### config.mk
export PLATFORM = sky130hd
export DESIGN_NAME = plp_pin_logic
export DESIGN_NICKNAME = d
export VERILOG_FILES = /design/src/logic/plp_pkg.sv /design/src/logic/plp_irq_sense.sv /design/src/logic/plp_pin_logic.sv
export SDC_FILE = /design/constraint.sdc
export NUM_CORES = 1
export LEC_CHECK = 0
export ABC_AREA = 1
export BUFFER_PORTS_ARGS = -buffer_cell sky130_fd_sc_hd__buf_2
export CORE_MARGIN = 2
export CORE_UTILIZATION = 50
export CTS_BUF_LIST = sky130_fd_sc_hd__clkbuf_8
export CTS_CLUSTER_DIAMETER = 40
export DETAILED_ROUTE_END_ITERATION = 10
export PLACE_DENSITY = 0.88
export SLEW_MARGIN = 30
export SYNTH_ARGS = -nofsm -noshare
export SYNTH_HDL_FRONTEND = slang
export SYNTH_HIERARCHICAL = 1
export SYNTH_SLANG_ARGS = --single-unit
### constraint.sdc
create_clock -name REF_CLK -period 2.1 [get_ports REF_CLK]
set_input_delay 0.42 -clock REF_CLK [delete_from_list [all_inputs] [get_ports REF_CLK]]
set_output_delay 0.42 -clock REF_CLK [all_outputs]
set_load 0.02 [all_outputs]
### src/logic/plp_pkg.sv
/*
  Package for the pin-level port and interrupt logic: widths, reset values,
  pin positions of the shared port and the carrier structs.
  Assumes a single clock domain and no software-visible registers.
*/
package plp_pkg;

  localparam int         CLK_DIV         = 2;          // Oscillator divided by two
  localparam int         PORTA_W         = 7;
  localparam int         PORTB_W         = 8;
  localparam int         PORTC_W         = 8;
  localparam int         PORTD_W         = 5;
  localparam logic [6:0] PORTA_DIR_RST   = 7'h00;      // All inputs after reset
  localparam logic [7:0] PORTB_DIR_RST   = 8'h00;
  localparam logic [7:0] PORTC_DIR_RST   = 8'h00;
  localparam logic       ADC_EN_RST      = 1'b0;       // Converter off after reset
  localparam int         PB_SPI_LO       = 0;
  localparam int         PB_SPI_HI       = 3;
  localparam int         PB_PWM_A        = 4;
  localparam int         PB_PWM_B        = 5;
  localparam int         PB_TIMER_COMPARE_OUT         = 6;
  localparam int         PB_TIMER_CAPTURE_IN         = 7;

  // Peripheral side of the shared port
  typedef struct packed {
    logic [3:0] spi_out;
    logic [3:0] spi_oe_n;
    logic       pulse_out_first;
    logic       pulse_out_second;
    logic       timer_compare_out;
  } plp_periph_t;

  // Interrupt pin sampling state
  typedef struct packed {
    logic               irq_meta;
    logic               irq_sync;
    logic               irq_prev;
    logic [PORTC_W-1:0] kbd_meta;
    logic [PORTC_W-1:0] kbd_sync;
    logic [PORTC_W-1:0] kbd_prev;
    logic               pending;
  } plp_irq_state_t;

endpackage

### src/logic/plp_irq_sense.sv
/*
  External interrupt sensing: synchronises the interrupt pin and the eight
  keyboard pins, detects falling edges and holds one pending request.
  Assumes the core acknowledges the request with a one-cycle pulse.
*/
`timescale 1ns/100ps
module plp_irq_sense
  import plp_pkg::*;
(
  input  wire logic               clk,
  input  wire logic               rst_n,
  input  wire logic               ce,
  input  wire logic               irq_pin_n,
  input  wire logic [PORTC_W-1:0] kbd_pins,
  input  wire logic               level_mode,
  input  wire logic               irq_enable,
  input  wire logic               irq_ack,
  output logic                    irq_req
);

  plp_irq_state_t st_ff;
  plp_irq_state_t nxt_st;
  logic           pin_fall;
  logic           kbd_fall;
  logic           trig;

  // Edge detection looks only at the second stage of each synchroniser
  always_comb begin
    pin_fall = st_ff.irq_prev & ~st_ff.irq_sync;
    kbd_fall = |(st_ff.kbd_prev & ~st_ff.kbd_sync);
    trig     = irq_enable & (pin_fall | kbd_fall | (level_mode & ~st_ff.irq_sync));
    nxt_st          = st_ff;
    nxt_st.irq_meta = irq_pin_n;
    nxt_st.irq_sync = st_ff.irq_meta;
    nxt_st.irq_prev = st_ff.irq_sync;
    nxt_st.kbd_meta = kbd_pins;
    nxt_st.kbd_sync = st_ff.kbd_meta;
    nxt_st.kbd_prev = st_ff.kbd_sync;
    // A new event wins over an acknowledge in the same cycle
    if (trig) begin
      nxt_st.pending = 1'b1;
    end else if (irq_ack) begin
      nxt_st.pending = 1'b0;
    end
  end

  // Pins idle high, so reset them high to avoid a false edge at start
  always_ff @(posedge clk or negedge rst_n) begin
    if (!rst_n) begin
      st_ff <= '{irq_meta: 1'b1, irq_sync: 1'b1, irq_prev: 1'b1,
                 kbd_meta: 8'hFF, kbd_sync: 8'hFF, kbd_prev: 8'hFF, pending: 1'b0};
    end else if (ce) begin
      st_ff <= nxt_st;
    end
  end

  assign irq_req = st_ff.pending;

  a_kbd_edge_sets: assert property (@(posedge clk) disable iff (!rst_n)
    ce && irq_enable && kbd_fall |=> irq_req)
    else $error("keyboard falling edge did not set request");

  a_edge_only_mode: assert property (@(posedge clk) disable iff (!rst_n)
    ce && !irq_req && !level_mode && !pin_fall && !kbd_fall |=> !irq_req)
    else $error("request set without an edge in edge mode");

  a_level_holds: assert property (@(posedge clk) disable iff (!rst_n)
    ce && irq_enable && level_mode && !st_ff.irq_sync |=> irq_req)
    else $error("low level did not set request");

  // The edge detector must only ever see the second stage, one tick behind the first
  a_sync_delay: assert property (@(posedge clk) disable iff (!rst_n)
    rst_n && ce |=> st_ff.irq_sync == $past(st_ff.irq_meta))
    else $error("pin level skipped the synchroniser stage");

endmodule

### src/logic/plp_pin_logic.sv
/*
  Pin-level port logic: clock divider and oscillator output, reset pin
  sensing and pull-down, interrupt sensing, port direction control with
  reset defaults, shared-port muxing and analog-shared digital reads.
  Assumes the core supplies direction/data values and acknowledges.
*/
`timescale 1ns/100ps
// Overview of operation
// - The internal clock enable toggles so the operating rate is the source clock halved.
// - The oscillator output is the inverted oscillator input, forced high in stop mode.
// - A low on the reset pin, sensed by the device, resets it.
// - The reset pin is driven low while any internal reset source is active.
// - The interrupt pin is falling-edge, or falling-edge plus low-level, by a fixed option.
// - The eight keyboard pins are OR'ed into the interrupt as falling-edge sources when enabled.
// - Keyboard pin interrupts are always falling-edge, whatever the pin option.
// - All bits of the seven-bit and two eight-bit ports are inputs after reset, except port B bits taken by an enabled peripheral.
// - The converter is off after reset and the five shared pins then read digitally.
// - With the converter on, the selected channel reads 0 and the others read true.
// - Shared port bits 0-3 serial, 4-5 pulse outputs, 6 compare out, 7 capture in.
module plp_pin_logic
  import plp_pkg::*;
(
  input  wire logic               REF_CLK,
  input  wire logic               RESET_N,
  input  wire logic               CLK_EN,
  input  wire logic               OSC_IN,
  input  wire logic               STOP_MODE,
  output logic                    OSC_OUT,
  output logic                    OP_CLK_EN,
  input  wire logic               RESET_PIN_IN_N,
  output logic                    RESET_PIN_OUT,
  output logic                    RESET_PIN_OE_N,
  input  wire logic               WATCHDOG_TIMEOUT,
  input  wire logic               POWER_ON,
  input  wire logic               ILLEGAL_ADDR,
  input  wire logic               STOP_DISABLED,
  input  wire logic               LOW_VOLTAGE_TRIP,
  output logic                    CORE_RESET_N,
  input  wire logic               IRQ_PIN_N,
  input  wire logic               IRQ_LEVEL_MODE,
  input  wire logic               IRQ_ENABLE,
  input  wire logic               IRQ_ACK,
  output logic                    IRQ_REQ,
  input  wire logic               DIR_WR,
  input  wire logic [1:0]         DIR_SEL,
  input  wire logic [7:0]         DIR_DATA,
  input  wire logic [7:0]         PORTA_OUT,
  input  wire logic [7:0]         PORTB_OUT,
  input  wire logic [7:0]         PORTC_OUT,
  input  wire logic [PORTA_W-1:0] PORTA_IN,
  input  wire logic [PORTB_W-1:0] PORTB_IN,
  input  wire logic [PORTC_W-1:0] PORTC_IN,
  output logic [PORTA_W-1:0]      PORTA_PIN_OUT,
  output logic [PORTA_W-1:0]      PORTA_PIN_OE_N,
  output logic [PORTB_W-1:0]      PORTB_PIN_OUT,
  output logic [PORTB_W-1:0]      PORTB_PIN_OE_N,
  output logic [PORTC_W-1:0]      PORTC_PIN_OUT,
  output logic [PORTC_W-1:0]      PORTC_PIN_OE_N,
  input  wire plp_periph_t        PERIPH,
  input  wire logic               SPI_EN,
  input  wire logic               PWM_A_EN,
  input  wire logic               PWM_B_EN,
  input  wire logic               TIMER_COMPARE_OUT_EN,
  output logic                    TIMER_CAPTURE_IN,
  output logic [3:0]              SPI_IN,
  input  wire logic [PORTD_W-1:0] ANALOG_SHARED_INPUTS,
  input  wire logic               ADC_ENABLE_WR,
  input  wire logic               ADC_ENABLE_DATA,
  input  wire logic [2:0]         ADC_CHANNEL,
  output logic [PORTD_W-1:0]      PORTD_READ
);

  typedef struct packed {
    logic               div_ff;
    logic [PORTA_W-1:0] dira;
    logic [PORTB_W-1:0] dirb;
    logic [PORTC_W-1:0] dirc;
    logic               adc_en;
    logic [PORTD_W-1:0] pd_rd;
    logic               osc_out;
    logic               rst_meta;
    logic               rst_sync;
  } plp_top_state_t;

  plp_top_state_t st_ff;
  plp_top_state_t nxt_st;
  logic           internal_rst;
  logic [7:0]     pb_drive;
  logic [7:0]     pb_alt;

  // Decodes a direction register select; used for ports A, B and C
  function automatic logic dir_hit(input logic [1:0] sel, input logic [1:0] port);
    dir_hit = DIR_WR && (sel == port);
  endfunction

  // Any internal source pulls the pin; the sensed pin then resets the core
  always_comb begin
    internal_rst = WATCHDOG_TIMEOUT | POWER_ON | ILLEGAL_ADDR | STOP_DISABLED
                 | LOW_VOLTAGE_TRIP;
  end

  // Shared port: peripheral overrides the port latch where enabled
  always_comb begin
    pb_alt   = PORTB_OUT;
    pb_drive = ~st_ff.dirb;
    if (SPI_EN) begin
      pb_alt[PB_SPI_HI:PB_SPI_LO]   = PERIPH.spi_out;
      pb_drive[PB_SPI_HI:PB_SPI_LO] = PERIPH.spi_oe_n;
    end
    if (PWM_A_EN) begin
      pb_alt[PB_PWM_A]   = PERIPH.pulse_out_first;
      pb_drive[PB_PWM_A] = 1'b0;
    end
    if (PWM_B_EN) begin
      pb_alt[PB_PWM_B]   = PERIPH.pulse_out_second;
      pb_drive[PB_PWM_B] = 1'b0;
    end
    if (TIMER_COMPARE_OUT_EN) begin
      pb_alt[PB_TIMER_COMPARE_OUT]   = PERIPH.timer_compare_out;
      pb_drive[PB_TIMER_COMPARE_OUT] = 1'b0;
    end
  end

  // Next-state for all registered pin logic outside the interrupt sensing
  always_comb begin
    nxt_st          = st_ff;
    nxt_st.div_ff   = ~st_ff.div_ff;
    nxt_st.osc_out  = STOP_MODE ? 1'b1 : ~OSC_IN;
    nxt_st.rst_meta = RESET_PIN_IN_N;
    nxt_st.rst_sync = st_ff.rst_meta;
    if (dir_hit(DIR_SEL, 2'h0)) begin
      nxt_st.dira = DIR_DATA[PORTA_W-1:0];
    end
    if (dir_hit(DIR_SEL, 2'h1)) begin
      nxt_st.dirb = DIR_DATA;
    end
    if (dir_hit(DIR_SEL, 2'h2)) begin
      nxt_st.dirc = DIR_DATA;
    end
    if (ADC_ENABLE_WR) begin
      nxt_st.adc_en = ADC_ENABLE_DATA;
    end
    // Selected channel reads zero only while converting
    for (int i = 0; i < PORTD_W; i++) begin
      nxt_st.pd_rd[i] = ANALOG_SHARED_INPUTS[i]
                      & ~(st_ff.adc_en && (ADC_CHANNEL == 3'(i)));
    end
  end

  // Direction and converter enable return to defaults on reset
  always_ff @(posedge REF_CLK or negedge RESET_N) begin
    if (!RESET_N) begin
      st_ff <= '{div_ff: 1'b0, dira: PORTA_DIR_RST, dirb: PORTB_DIR_RST,
                 dirc: PORTC_DIR_RST, adc_en: ADC_EN_RST, pd_rd: 5'h00,
                 osc_out: 1'b1, rst_meta: 1'b0, rst_sync: 1'b0};
    end else if (CLK_EN) begin
      st_ff <= nxt_st;
    end
  end

  plp_irq_sense u_irq (
    .clk        (REF_CLK),
    .rst_n      (RESET_N),
    .ce         (CLK_EN & st_ff.div_ff),
    .irq_pin_n  (IRQ_PIN_N),
    .kbd_pins   (PORTC_IN),
    .level_mode (IRQ_LEVEL_MODE),
    .irq_enable (IRQ_ENABLE),
    .irq_ack    (IRQ_ACK),
    .irq_req    (IRQ_REQ)
  );

  assign OSC_OUT          = st_ff.osc_out;
  assign OP_CLK_EN        = st_ff.div_ff;
  assign RESET_PIN_OUT    = 1'b0;
  assign RESET_PIN_OE_N   = ~internal_rst;
  assign CORE_RESET_N     = st_ff.rst_sync;
  assign PORTA_PIN_OUT    = PORTA_OUT[PORTA_W-1:0];
  assign PORTA_PIN_OE_N   = ~st_ff.dira;
  assign PORTB_PIN_OUT    = pb_alt;
  assign PORTB_PIN_OE_N   = pb_drive;
  assign PORTC_PIN_OUT    = PORTC_OUT;
  assign PORTC_PIN_OE_N   = ~st_ff.dirc;
  assign TIMER_CAPTURE_IN = PORTB_IN[PB_TIMER_CAPTURE_IN];
  assign SPI_IN           = PORTB_IN[PB_SPI_HI:PB_SPI_LO];
  assign PORTD_READ       = st_ff.pd_rd;

  a_osc_stop_high: assert property (@(posedge REF_CLK) disable iff (!RESET_N)
    CLK_EN && STOP_MODE |=> OSC_OUT)
    else $error("oscillator output not high in stop");

  a_osc_inverts: assert property (@(posedge REF_CLK) disable iff (!RESET_N)
    RESET_N && CLK_EN && !STOP_MODE |=> OSC_OUT == !$past(OSC_IN))
    else $error("oscillator output not inverted input");

  // Sampled reset in the antecedent skips the release edge, where registers are still held
  a_div_by_two: assert property (@(posedge REF_CLK) disable iff (!RESET_N)
    RESET_N && CLK_EN |=> OP_CLK_EN != $past(OP_CLK_EN))
    else $error("operating enable did not toggle");

  a_reset_pull_low: assert property (@(posedge REF_CLK) disable iff (!RESET_N)
    internal_rst |-> !RESET_PIN_OE_N && !RESET_PIN_OUT)
    else $error("reset pin not pulled on internal reset");

  a_reset_sense: assert property (@(posedge REF_CLK) disable iff (!RESET_N)
    CLK_EN && !RESET_PIN_IN_N ##1 CLK_EN |=> !CORE_RESET_N)
    else $error("low reset pin not sensed");

  a_adc_sel_zero: assert property (@(posedge REF_CLK) disable iff (!RESET_N)
    CLK_EN && st_ff.adc_en && ADC_CHANNEL == 3'h0 |=> !PORTD_READ[0])
    else $error("selected channel did not read zero");

  a_adc_off_true: assert property (@(posedge REF_CLK) disable iff (!RESET_N)
    RESET_N && CLK_EN && !st_ff.adc_en |=> PORTD_READ == $past(ANALOG_SHARED_INPUTS))
    else $error("digital read wrong with converter off");

  a_pwm_routed: assert property (@(posedge REF_CLK) disable iff (!RESET_N)
    PWM_A_EN |-> PORTB_PIN_OUT[PB_PWM_A] == PERIPH.pulse_out_first
                 && !PORTB_PIN_OE_N[PB_PWM_A])
    else $error("pulse output not routed to shared port");

endmodule

==> qor.yml, run 1 <==
timing:
  tightest_slew_ns: 0.584
  slew_headroom_pct: 61.0
  finalCriticalPeriod_ns: 1.44
  fmax_ghz: 0.695
  finalCritPeriodShare_pct: 68.5
  postLayoutSetupSlackWorst_ns: 0.662
  hold_viol: 0
  setup_tns_ns: 0
  setup_viol: 0
  fin_skew_ns: 0.00701
  drv_slew: 0
  rsz0062_at_grt: "false"
  whs_ns: 0.253
detailed_routing:
  ant_nets: 0
  vias_per_cell: 4.66
  detail_route.wirelength_um: 6410
  routed-via-count: 2546
  drc_errors: 0
  dr.pass1.iters: 4
  drt_iter0_markers: 82
  wl_per_cell_um: 11.7
setup_path:
  crit_arrival_ns: 1.02
  worstSetupPathType: "register to output port"
  crit_fanout: 2
  crit_chain: "o21ai_0 > buf_2"
  crit_path_start: "st_ff[19]"
  crit_buf_inv: 1
  critPathLaunchType: "register"
  path_delay_family: "flip-flops"
  cpPeakStageDelay_ns: 0.37
  cp-end-kind: "output port"
  crit_slowest_cell: "dfrtp_1"
  required_ns: 1.68
  r2r-start: "OP_CLK_EN"
cells_and_area:
  final_nets: 564
  fin_area_mm2: 0.00363
  fin_cells: 546
  drive_gt1_share_pct: 34.8
  area_growth_pct: 19.6
  antenna_cells: 0
  regArea_mm2: 0.00156
  fillers: 540
  multi_input_area_mm2: 0.00101
  final_cell_mix: "nand2_1 (157), buf_2 (105), inv_1 (47)"
  final_common_cell: "nand2_1"
  utilization_pct: 61.7
global_route:
  antenna_found_initial: 0
  grtUsageTotal_pct: 19.1
  grt_pass1_wl_um: 9730
  grt_pass1_vias: 2175
  grt_max_degree: 29
  grt_overflow: 0
floorplan:
  start_util_pct: 51.6
  pin_count: 160
  die-height_um: 81.9
  die-area_mm2: 0.00671
  fp.coreArea_mm2: 0.00589
  rows: 28
  die_x_um: 81.9
run:
  maxCapViolCount: 0
cts:
  cts_max_level: 3
  cts_num_sinks: 61
  cts_tree: "done"
  cts_setup_buffers: 0
  clkTransAtPathRegs_ns: 0.07
  ctsResizeCount: 0
  root_buffer: "clkbuf_8"
  insertion_delay_ns: 0.32
  clk_path_buf_depth: 2
  hold_buffers: 0
  numCtsBuffers: 9
power:
  cellLeakagePower_nw: 2.06
  p_total_mw: 3.48
  ir_drop_uv: 562
  p_per_area_mw_per_mm2: 959
placed_design:
  port_buffers: 105
  gp_congestion: 0.779
  place_area_mm2: 0.00343
  dpl.hpwl_um: 4970
  post-place-ws_ns: 0.606
  placedCellCount: 530
synthesis:
  synth.net_count: 480
  synth_area_mm2: 0.00304
  netlist.area_leader.share_pct: 27.2
  avgSynthCellArea_um2: 7.95
  synth_seq_cells: 61
  synth.yosys.seq_area_share_pct: 51.4
  synth.distinct_cells: 21
  yosysWarnings: 6
  syn_inst: 382
  yosysTopAreaCell: "dfrtp_1"
  synth_area_leaders: "dfrtp_1 (27%), dfstp_2 (24%), nand2_1 (19%)"
hold_path:
  min_path_type: "input port to register"
  worstHoldStart: "OSC_IN"
outcome:
  status: "completed"
cell usage after synthesis:
cell type / instances
a21oi_1: 1
a31oi_1: 1
buf_2: 2
buf_6: 2
nand2_1: 157
o21ai_2: 2
dfstp_2: 28
o21ai_1: 7
inv_1: 46
clkbuf_1: 1
o21ai_0: 21
dfrtp_1: 33
nor2_8: 2
buf_4: 31
nor3_1: 1
inv_2: 5
nand2_4: 2
conb_1: 1
nor2_4: 1
nand3_1: 24
nor2_1: 14
area by class of cell:
| type | count | share of cell area (%) |
|---|---|---|
| clock buffer | 11 | 4.17 |
| tap | 75 | 2.58 |
| inverter | 51 | 5.27 |
| sequential | 61 | 43.0 |
| timing repair buffer | 109 | 15.6 |
| clock inverter | 5 | 1.41 |
| multi-input combinational | 234 | 27.9 |
layer usage:
metal | vias to the layer above | share of wire, % | wire length [µm] | track usage (%)
met1 | 1142 | 39 | 2530 | 21.6
met5 | - | 0 | 0 | 0
li1 | 1293 | - | - | -
met2 | 103 | 52 | 3310 | 34.6
met3 | 8 | 7.7 | 494 | 5.27
met4 | 0 | 1.2 | 79 | 6.67
kinds of logic after synthesis:
| kind of cell | Yosys count | share of synthesized area [%] |
|---|---|---|
| buffers and inverters | 87 | 15.2 |
| flip-flops | 61 | 51.4 |
| AO/OA/AOI/OAI | 32 | 5.56 |
| AND/OR/NAND/NOR | 201 | 27.7 |
| other | 1 | 0.124 |
registers in the layout, summed over array words and instances, names as in the netlist:
signal / flops
CORE_RESET_N: 1
OP_CLK_EN: 1
OSC_OUT: 1
PORTD_READ: 5
nxt_st: 1
st_ff: 24
u_irq/irq_req: 1
u_irq/nxt_st: 18
u_irq/st_ff: 9
power breakdown:
| group | switching [mW] | internal [mW] | total, mW |
|---|---|---|---|
| clock | 0.428 | 0.605 | 1.03 |
| sequential | 0.122 | 1.52 | 1.65 |
| combinational | 0.517 | 0.288 | 0.806 |
final timing paths:
check | endpoint | slack [ns] | cells past startpoint
setup / recovery | PORTB_PIN_OE_N[2] | 0.66 | 2
hold / removal | OSC_OUT | 0.25 | 2
setup reg to reg | u_irq/st_ff[4] | 0.91 | 5
hold reg to reg | u_irq/nxt_st[9] | 0.46 | 2
max in group asynchronous | OSC_OUT | 1.37 | 2
min in group asynchronous | u_irq/nxt_st[11] | 0.44 | 1
Note: power is estimated with default switching activity, not from simulation.
==> run 2, diff against run 1 <==
ABC_AREA = 0   (was 1)
CORE_UTILIZATION = 42   (was 50)
PLACE_DENSITY = 0.79   (was 0.88)
clock period = 1.15 ns   (was 2.1 ns; I/O delays follow)
==> run 2 against run 1 <==
Net effect:
- the flow now finishes with violations (negative setup slack)
- highest routed layer unchanged
- critical path depth rose by 2
- largest cell class unchanged
- setup slack got worse by 0.80 ns
- clock power rose by 100%
- routed wire length fell by 3.5%
- clock skew rose by 0.0020 ns
- via count fell by 20%
- core utilization fell by 1.7 points
==> qor.yml, run 2 <==
cts:
  cts_tree: "done"
  cts_max_level: 3  # unchanged
  clk_path_buf_depth: 2  # unchanged
  root_buffer: "clkbuf_8"
  cts_num_sinks: 61  # unchanged
  insertion_delay_ns: 0.32  # about the same
  clkTransAtPathRegs_ns: 0.06  # about the same
  numCtsBuffers: 9  # unchanged
synthesis:
  netlist.area_leader.share_pct: 27.8  # +0.61 points
  synth_area_mm2: 0.00297  # -2.2%
  synth-edff-count: 0  # unchanged
  async_flop_share_pct: 100  # unchanged
  yosysTopAreaCell: "dfrtp_1"
  synth_area_leaders: "dfrtp_1 (28%), dfstp_2 (25%), mux2_2 (17%)"
  yosysMostFrequentCell: "mux2_2"
  avgSynthCellArea_um2: 13.0  # +63%
  ys.flop_type: "dfrtp_1"
  synth_seq_cells: 61  # unchanged
  synth.yosys.seq_area_share_pct: 52.6  # +1.1 points
  synth.distinct_cells: 30  # +43%
  synth.net_count: 327  # -32%
  yosysWarnings: 6  # unchanged
  syn_inst: 229  # -40%
  synthTopCellsByCount: "mux2_2 (46), dfrtp_1 (33), dfstp_2 (28)"
global_route:
  grtUsageTotal_pct: 15.3  # -3.8 points
  grt_overflow: 0  # unchanged
  antenna_found_initial: 0  # unchanged
  grt_pass1_vias: 2030  # -6.7%
  grt_max_degree: 62  # +110%
  grt_pass1_wl_um: 9090  # -6.5%
cells_and_area:
  antenna_cells: 0  # unchanged
  fin_area_mm2: 0.00410  # +13%
  final_nets: 435  # -23%
  area_growth_pct: 38.1
  multi_input_area_mm2: 0.00117  # +15%
  final_cell_mix: "buf_2 (77), dfrtp_1 (32), mux2_4 (32)"
  drive_gt1_share_pct: 72.5  # +38 points
  final_common_cell: "buf_2"
  regMostFlops: "st_ff"
  fillers: 545  # +0.93%
  largest_reg_flops: 24  # unchanged
  regArea_mm2: 0.00156  # about the same
placed_design:
  gp_congestion: 0.709  # -9.0%
  dpl.hpwl_um: 4290  # -14%
  port_buffers: 105  # unchanged
  place_area_mm2: 0.00352  # +2.6%
detailed_routing:
  dr.pass1.iters: 4  # unchanged
  vias_per_cell: 4.64  # -0.56%
  wl_per_cell_um: 14.1  # +20%
  detail_route.wirelength_um: 6180  # -3.5%
  routed-via-count: 2031  # -20%
  ant_nets: 0  # unchanged
  drt_iter0_markers: 48  # -41%
  drc_errors: 0  # unchanged
timing:
  hold_viol: 0  # unchanged
  setup_viol: 20  # +20
  finalCriticalPeriod_ns: 1.29
  postLayoutSetupSlackWorst_ns: -0.139  # -0.802 ns
  rsz0062_at_grt: "true"
  fmax_ghz: 0.776
  drv_slew: 0  # unchanged
  fin_skew_ns: 0.00901  # +0.00200 ns
  setup_tns_ns: -0.740  # -0.740 ns
  finalCritPeriodShare_pct: 112
setup_path:
  required_ns: 0.92  # -0.76 ns
  path_delay_family: "simple AND/OR/NAND/NOR gates"
  r2r-start: "u_irq/nxt_st[2]"
  worstSetupPathType: "input port to output port"
  regToRegSetupSlack_ns: -0.07  # -0.98 ns
  crit_fanout: 1  # -1
  cpMostUsedCell: "buf_6"
  critPathLaunchType: "input port"
  cpPeakStageDelay_ns: 0.53  # +0.16 ns
  reg2reg_to: "u_irq/irq_req"
  crit_chain: "buf_6 > or4_4 > nor2_4 > buf_6"
  reg2regPathDepth: 3  # -2
  cp-end-kind: "output port"
  crit_arrival_ns: 1.06  # +0.04 ns
  crit_buf_inv: 2  # +1
  crit_slowest_cell: "or4_4"
outcome:
  status: "finished with violations"
  violations: "negative setup slack"
floorplan:
  pin_count: 160  # unchanged
  die-height_um: 88.1  # +7.5%
  start_util_pct: 43.5  # -8.1 points
  fp.coreArea_mm2: 0.00683  # +16%
  die-area_mm2: 0.00776  # +16%
  rows: 30  # +7.1%
  die_x_um: 88.1  # +7.5%
power:
  seq_power_share_pct: 40.6  # -6.6 points
  ir_drop_uv: 802  # +43%
  p_int_mw: 6.57  # +170%
  p_per_area_mw_per_mm2: 2210  # +130%
  p_comb_share_pct: 36.1  # +13 points
  clockPowerShare_pct: 23.3  # -6.3 points
  netSwitchingFraction_pct: 27.6  # -3.0 points
  switchingPower_mw: 2.51  # +130%
  cellLeakagePower_nw: 2.02  # -2.2%
hold_path:
  worstHoldStart: "OSC_IN"
  hold_path_depth: 2  # unchanged
  min_path_type: "input port to register"
  whs_endpoint: "OSC_OUT"
run:
  maxCapViolCount: 0  # unchanged
[run 2: cell count changes in the layout (fill, tap and decap cells not counted), moves of 3 or more]
cell / delta
nor2b_1: +4
inv_1: -30
nand2_1: -146
mux2_2: +26
nor2_1: -9
nand3_1: -24
buf_4: +25
o21ai_1: -4
o22ai_1: +3
mux2_4: +32
o21ai_0: -19
buf_2: -28
buf_6: +20
[run 2: final cells by class]
| cell class | instances | share of cell area (%) |
|---|---|---|
| clock buffers | 11 | 3.69 |
| clock inverters | 5 | 1.80 |
| inverters | 23 | 2.10 |
| multi-input cells | 111 | 28.4 |
| flip-flops and latches | 61 | 38.1 |
| well taps | 96 | 2.93 |
| repair buffers | 131 | 22.9 |
[run 2: per-layer routing]
metal	vias to the layer above	GRT usage, %	wire, µm
li1	962	-	-
met1	982	17.4	2550
met4	0	9.09	142
met3	14	4.05	412
met5	-	0	0
met2	73	26.0	3080
[run 2: timing repair]
action                     4_1_cts  5_1_grt
gates resized for setup         36       48
hold endpoints to repair        33        0
hold buffers                     1        0
gates cloned                     0        2
setup endpoints to repair       25       54
setup buffers                    1        7
pin swaps                        4        0
[run 2: how the worst max path moves through the flow]
stage	cells past startpoint	to	start
after floorplan	2	RESET_PIN_OE_N	WATCHDOG_TIMEOUT
after global placement	4	RESET_PIN_OE_N	WATCHDOG_TIMEOUT
after detailed placement	4	RESET_PIN_OE_N	WATCHDOG_TIMEOUT
after CTS	4	RESET_PIN_OE_N	LOW_VOLTAGE_TRIP
after global routing	4	RESET_PIN_OE_N	LOW_VOLTAGE_TRIP
final	4	RESET_PIN_OE_N	LOW_VOLTAGE_TRIP
[run 2: through the flow]
step / utilization [%] / worst slack, ns / instances / power [mW] / hold WS, ns
after floorplan: - / -0.0134 / 229 / 5.46 / -0.0656
after global placement: 51.5 / -0.198 / 411 / 6.01 / 0.257
after global routing: 60.0 / -0.161 / 438 / 9.58 / 0.0560
final: 60.0 / -0.139 / 438 / 9.08 / 0.0663
after detailed placement: 51.5 / -0.202 / 411 / 6.14 / 0.265
after CTS: 56.4 / -0.141 / 429 / 8.47 / 0.0424
[run 2: power by group through the flow]
stage,Combinational (mW),Clock (mW),Sequential [mW]
2_1_floorplan,1.86,0,3.60
3_3_place_gp,2.39,0,3.63
3_5_place_dp,2.47,0,3.67
4_1_cts,2.65,2.17,3.65
5_1_grt,3.51,2.28,3.80
6_report,3.28,2.11,3.69
[run 2: cell families (layout without fill, tap and decap cells)]
logic type | Yosys count | count (layout) | synth area share [%]
DFF | 61 | 61 | 52.6
and+or+nand+nor | 32 | 32 | 6.66
AOI/OAI and AO/OA | 17 | 17 | 4.80
other | 1 | 1 | 0.126
muxes | 60 | 60 | 23.6
xor gates and xnor gates | 1 | 1 | 0.295
buffers and inverters | 57 | 170 | 12.0
[run 2: worst register-to-register path, cell delays in order, from the launching register on]
cell and delay [ns]:
dfstp_2 0.55, nor2b_2 0.06, a2111oi_4 0.34, a31oi_1 0.13
==> run 3, diff against run 2 <==
RECOVER_POWER = 50   (was default)
==> run 3 against run 2 <==
Net effect:
- routed wire length about the same
- setup slack unchanged
- register-to-register slack about the same
- fmax unchanged
- clock power about the same
- worst hold slack about the same
- sequential share of layout area increased by 0.081 points
- critical endpoint unchanged
- highest routed layer unchanged
- sequential cell count unchanged
- largest cell class unchanged
- critical path depth unchanged
- the flow still finishes with violations (negative setup slack)
==> qor.yml, run 3 (same netlist as run 2, synthesis figures left out) <==
run:
  maxCapViolCount: 0  # unchanged
timing:
  fmax_ghz: 0.776  # unchanged
  setup_viol: 20  # unchanged
  rsz0062_at_grt: "true"
  fin_skew_ns: 0.00901  # unchanged
  finalCriticalPeriod_ns: 1.29  # unchanged
  slew_headroom_pct: 63.0
  hold_viol: 0  # unchanged
  postLayoutSetupSlackWorst_ns: -0.139  # unchanged
  tightest_slew_ns: 0.554
  whs_ns: 0.0663  # -0.000000400 ns
  finalCritPeriodShare_pct: 112  # unchanged
  drv_slew: 0  # unchanged
cts:
  cts_tree: "done"
  cts_num_sinks: 61  # unchanged
  cts_max_level: 3  # unchanged
  clk_path_buf_depth: 2  # unchanged
  numCtsBuffers: 9  # unchanged
  clkTransAtPathRegs_ns: 0.06  # about the same
  insertion_delay_ns: 0.32  # about the same
  root_buffer: "clkbuf_8"
outcome:
  status: "finished with violations"
  violations: "negative setup slack"
setup_path:
  crit_fanout: 1  # unchanged
  crit_path_start: "LOW_VOLTAGE_TRIP"
  cp-endpoint: "RESET_PIN_OE_N"
  worstSetupPathType: "input port to output port"
  critPathLaunchType: "input port"
  regToRegSetupSlack_ns: -0.07  # about the same
  r2r-start: "u_irq/nxt_st[2]"
  reg2regPathDepth: 3  # unchanged
  crit_arrival_ns: 1.06  # about the same
  required_ns: 0.92  # about the same
  reg2reg_to: "u_irq/irq_req"
  cp-end-kind: "output port"
power:
  p_per_area_mw_per_mm2: 2220  # +0.16%
  p_total_mw: 9.07  # about the same
  ir_drop_uv: 802  # about the same
  cellLeakagePower_nw: 2.01  # -0.17%
placed_design:
  gp_congestion: 0.709  # unchanged
  place_area_mm2: 0.00352  # unchanged
  port_buffers: 105  # unchanged
  dpl.hpwl_um: 4290  # unchanged
  post-place-ws_ns: -0.202  # unchanged
detailed_routing:
  drt_iter0_markers: 48  # unchanged
  detail_route.wirelength_um: 6190  # about the same
  drc_errors: 0  # unchanged
  vias_per_cell: 4.64  # about the same
  dr.pass1.iters: 4  # unchanged
  wl_per_cell_um: 14.1  # about the same
  ant_nets: 0  # unchanged
  routed-via-count: 2032  # +0.049%
cells_and_area:
  antenna_cells: 0  # unchanged
  fin_area_mm2: 0.00409  # -0.21%
  regMostFlops: "st_ff"
  largest_reg_flops: 24  # unchanged
  drive_gt1_share_pct: 72.5  # unchanged
  area_growth_pct: 37.8
  final_common_cell: "buf_2"
  final_nets: 435  # unchanged
  final_cell_mix: "buf_2 (77), dfrtp_1 (32), mux2_4 (32)"
global_route:
  grt_pass1_vias: 2030  # unchanged
  antenna_found_initial: 0  # unchanged
  use_met3_pct: 4.05  # unchanged
  grt_max_degree: 62  # unchanged
  grt_pass1_wl_um: 9090  # unchanged
  grt_overflow: 0  # unchanged
  use_met2_pct: 26.0  # unchanged
  grt.busiest_layer: "met2"
  use_met1_pct: 17.4  # unchanged
  grtUsageTotal_pct: 15.3  # unchanged
hold_path:
  hold_path_depth: 2  # unchanged
  min_path_type: "input port to register"
floorplan:
  die-area_mm2: 0.00776  # unchanged
  rows: 30  # unchanged
  die_x_um: 88.1  # unchanged
  fp.coreArea_mm2: 0.00683  # unchanged
  pin_count: 160  # unchanged
  start_util_pct: 43.5  # unchanged
  die-height_um: 88.1  # unchanged
run 3: cell types whose count changed in the layout (fill, tap and decap cells not counted):
cell,change
buf_12,-1
buf_6,+1
run 3: per-stage QoR:
step / util, % / cells / TNS [ns]
6_report: 59.9 / 438 / -0.740
5_1_grt: 59.9 / 438 / -2.24
4_1_cts: 56.4 / 429 / -0.835
3_5_place_dp: 51.5 / 411 / -2.98
3_3_place_gp: 51.5 / 411 / -2.27
2_1_floorplan: - / 229 / -0.0134
run 3: critical path, stage by stage:
cell and delay, ns:
buf_6 0.09, or4_4 0.53, nor2_4 0.09, buf_6 0.11
run 3: what timing repair did:
item                                   CTS  global route
hold buffers                             1             0
buffers inserted                         1             7
gates cloned                             0             2
setup endpoints to repair               25            54
pin swaps                                4             0
resized for setup                       36            48
endpoints found under the hold margin   33             0
run 3: how the worst min path moves through the flow:
stage | startpoint | endpoint | slack [ns]
after CTS | OSC_IN | OSC_OUT | 0.04
after global placement | RESET_N | PORTD_READ[2] | 0.26
after floorplan | RESET_N | CORE_RESET_N | -0.07
after global routing | OSC_IN | OSC_OUT | 0.06
final | OSC_IN | OSC_OUT | 0.07
after detailed placement | RESET_N | nxt_st[0] | 0.27
run 3: power breakdown:
part           internal (mW)  leakage (nW)  switching (mW)
combinational           2.01          1.20            1.27
clock                   1.32         0.121           0.789
sequential              3.24         0.688           0.451
run 3: routing by layer:
metal / wire, µm / part of all wire [%] / vias up
li1: - / - / 962
met1: 2550 / 41 / 983
met2: 3080 / 50 / 73
met3: 412 / 6.7 / 14
met4: 142 / 2.3 / 0
met5: 0 / 0 / -
run 3: area by class of cell:
class | count | area (µm²)
Multi-Input combinational cell | 111 | 1170
Clock buffer | 11 | 151
Inverter | 23 | 86.3
Sequential cell | 61 | 1560
Clock inverter | 5 | 73.8
Tap cell | 96 | 120
Timing Repair Buffer | 131 | 932
Fill cell | 545 | 2740
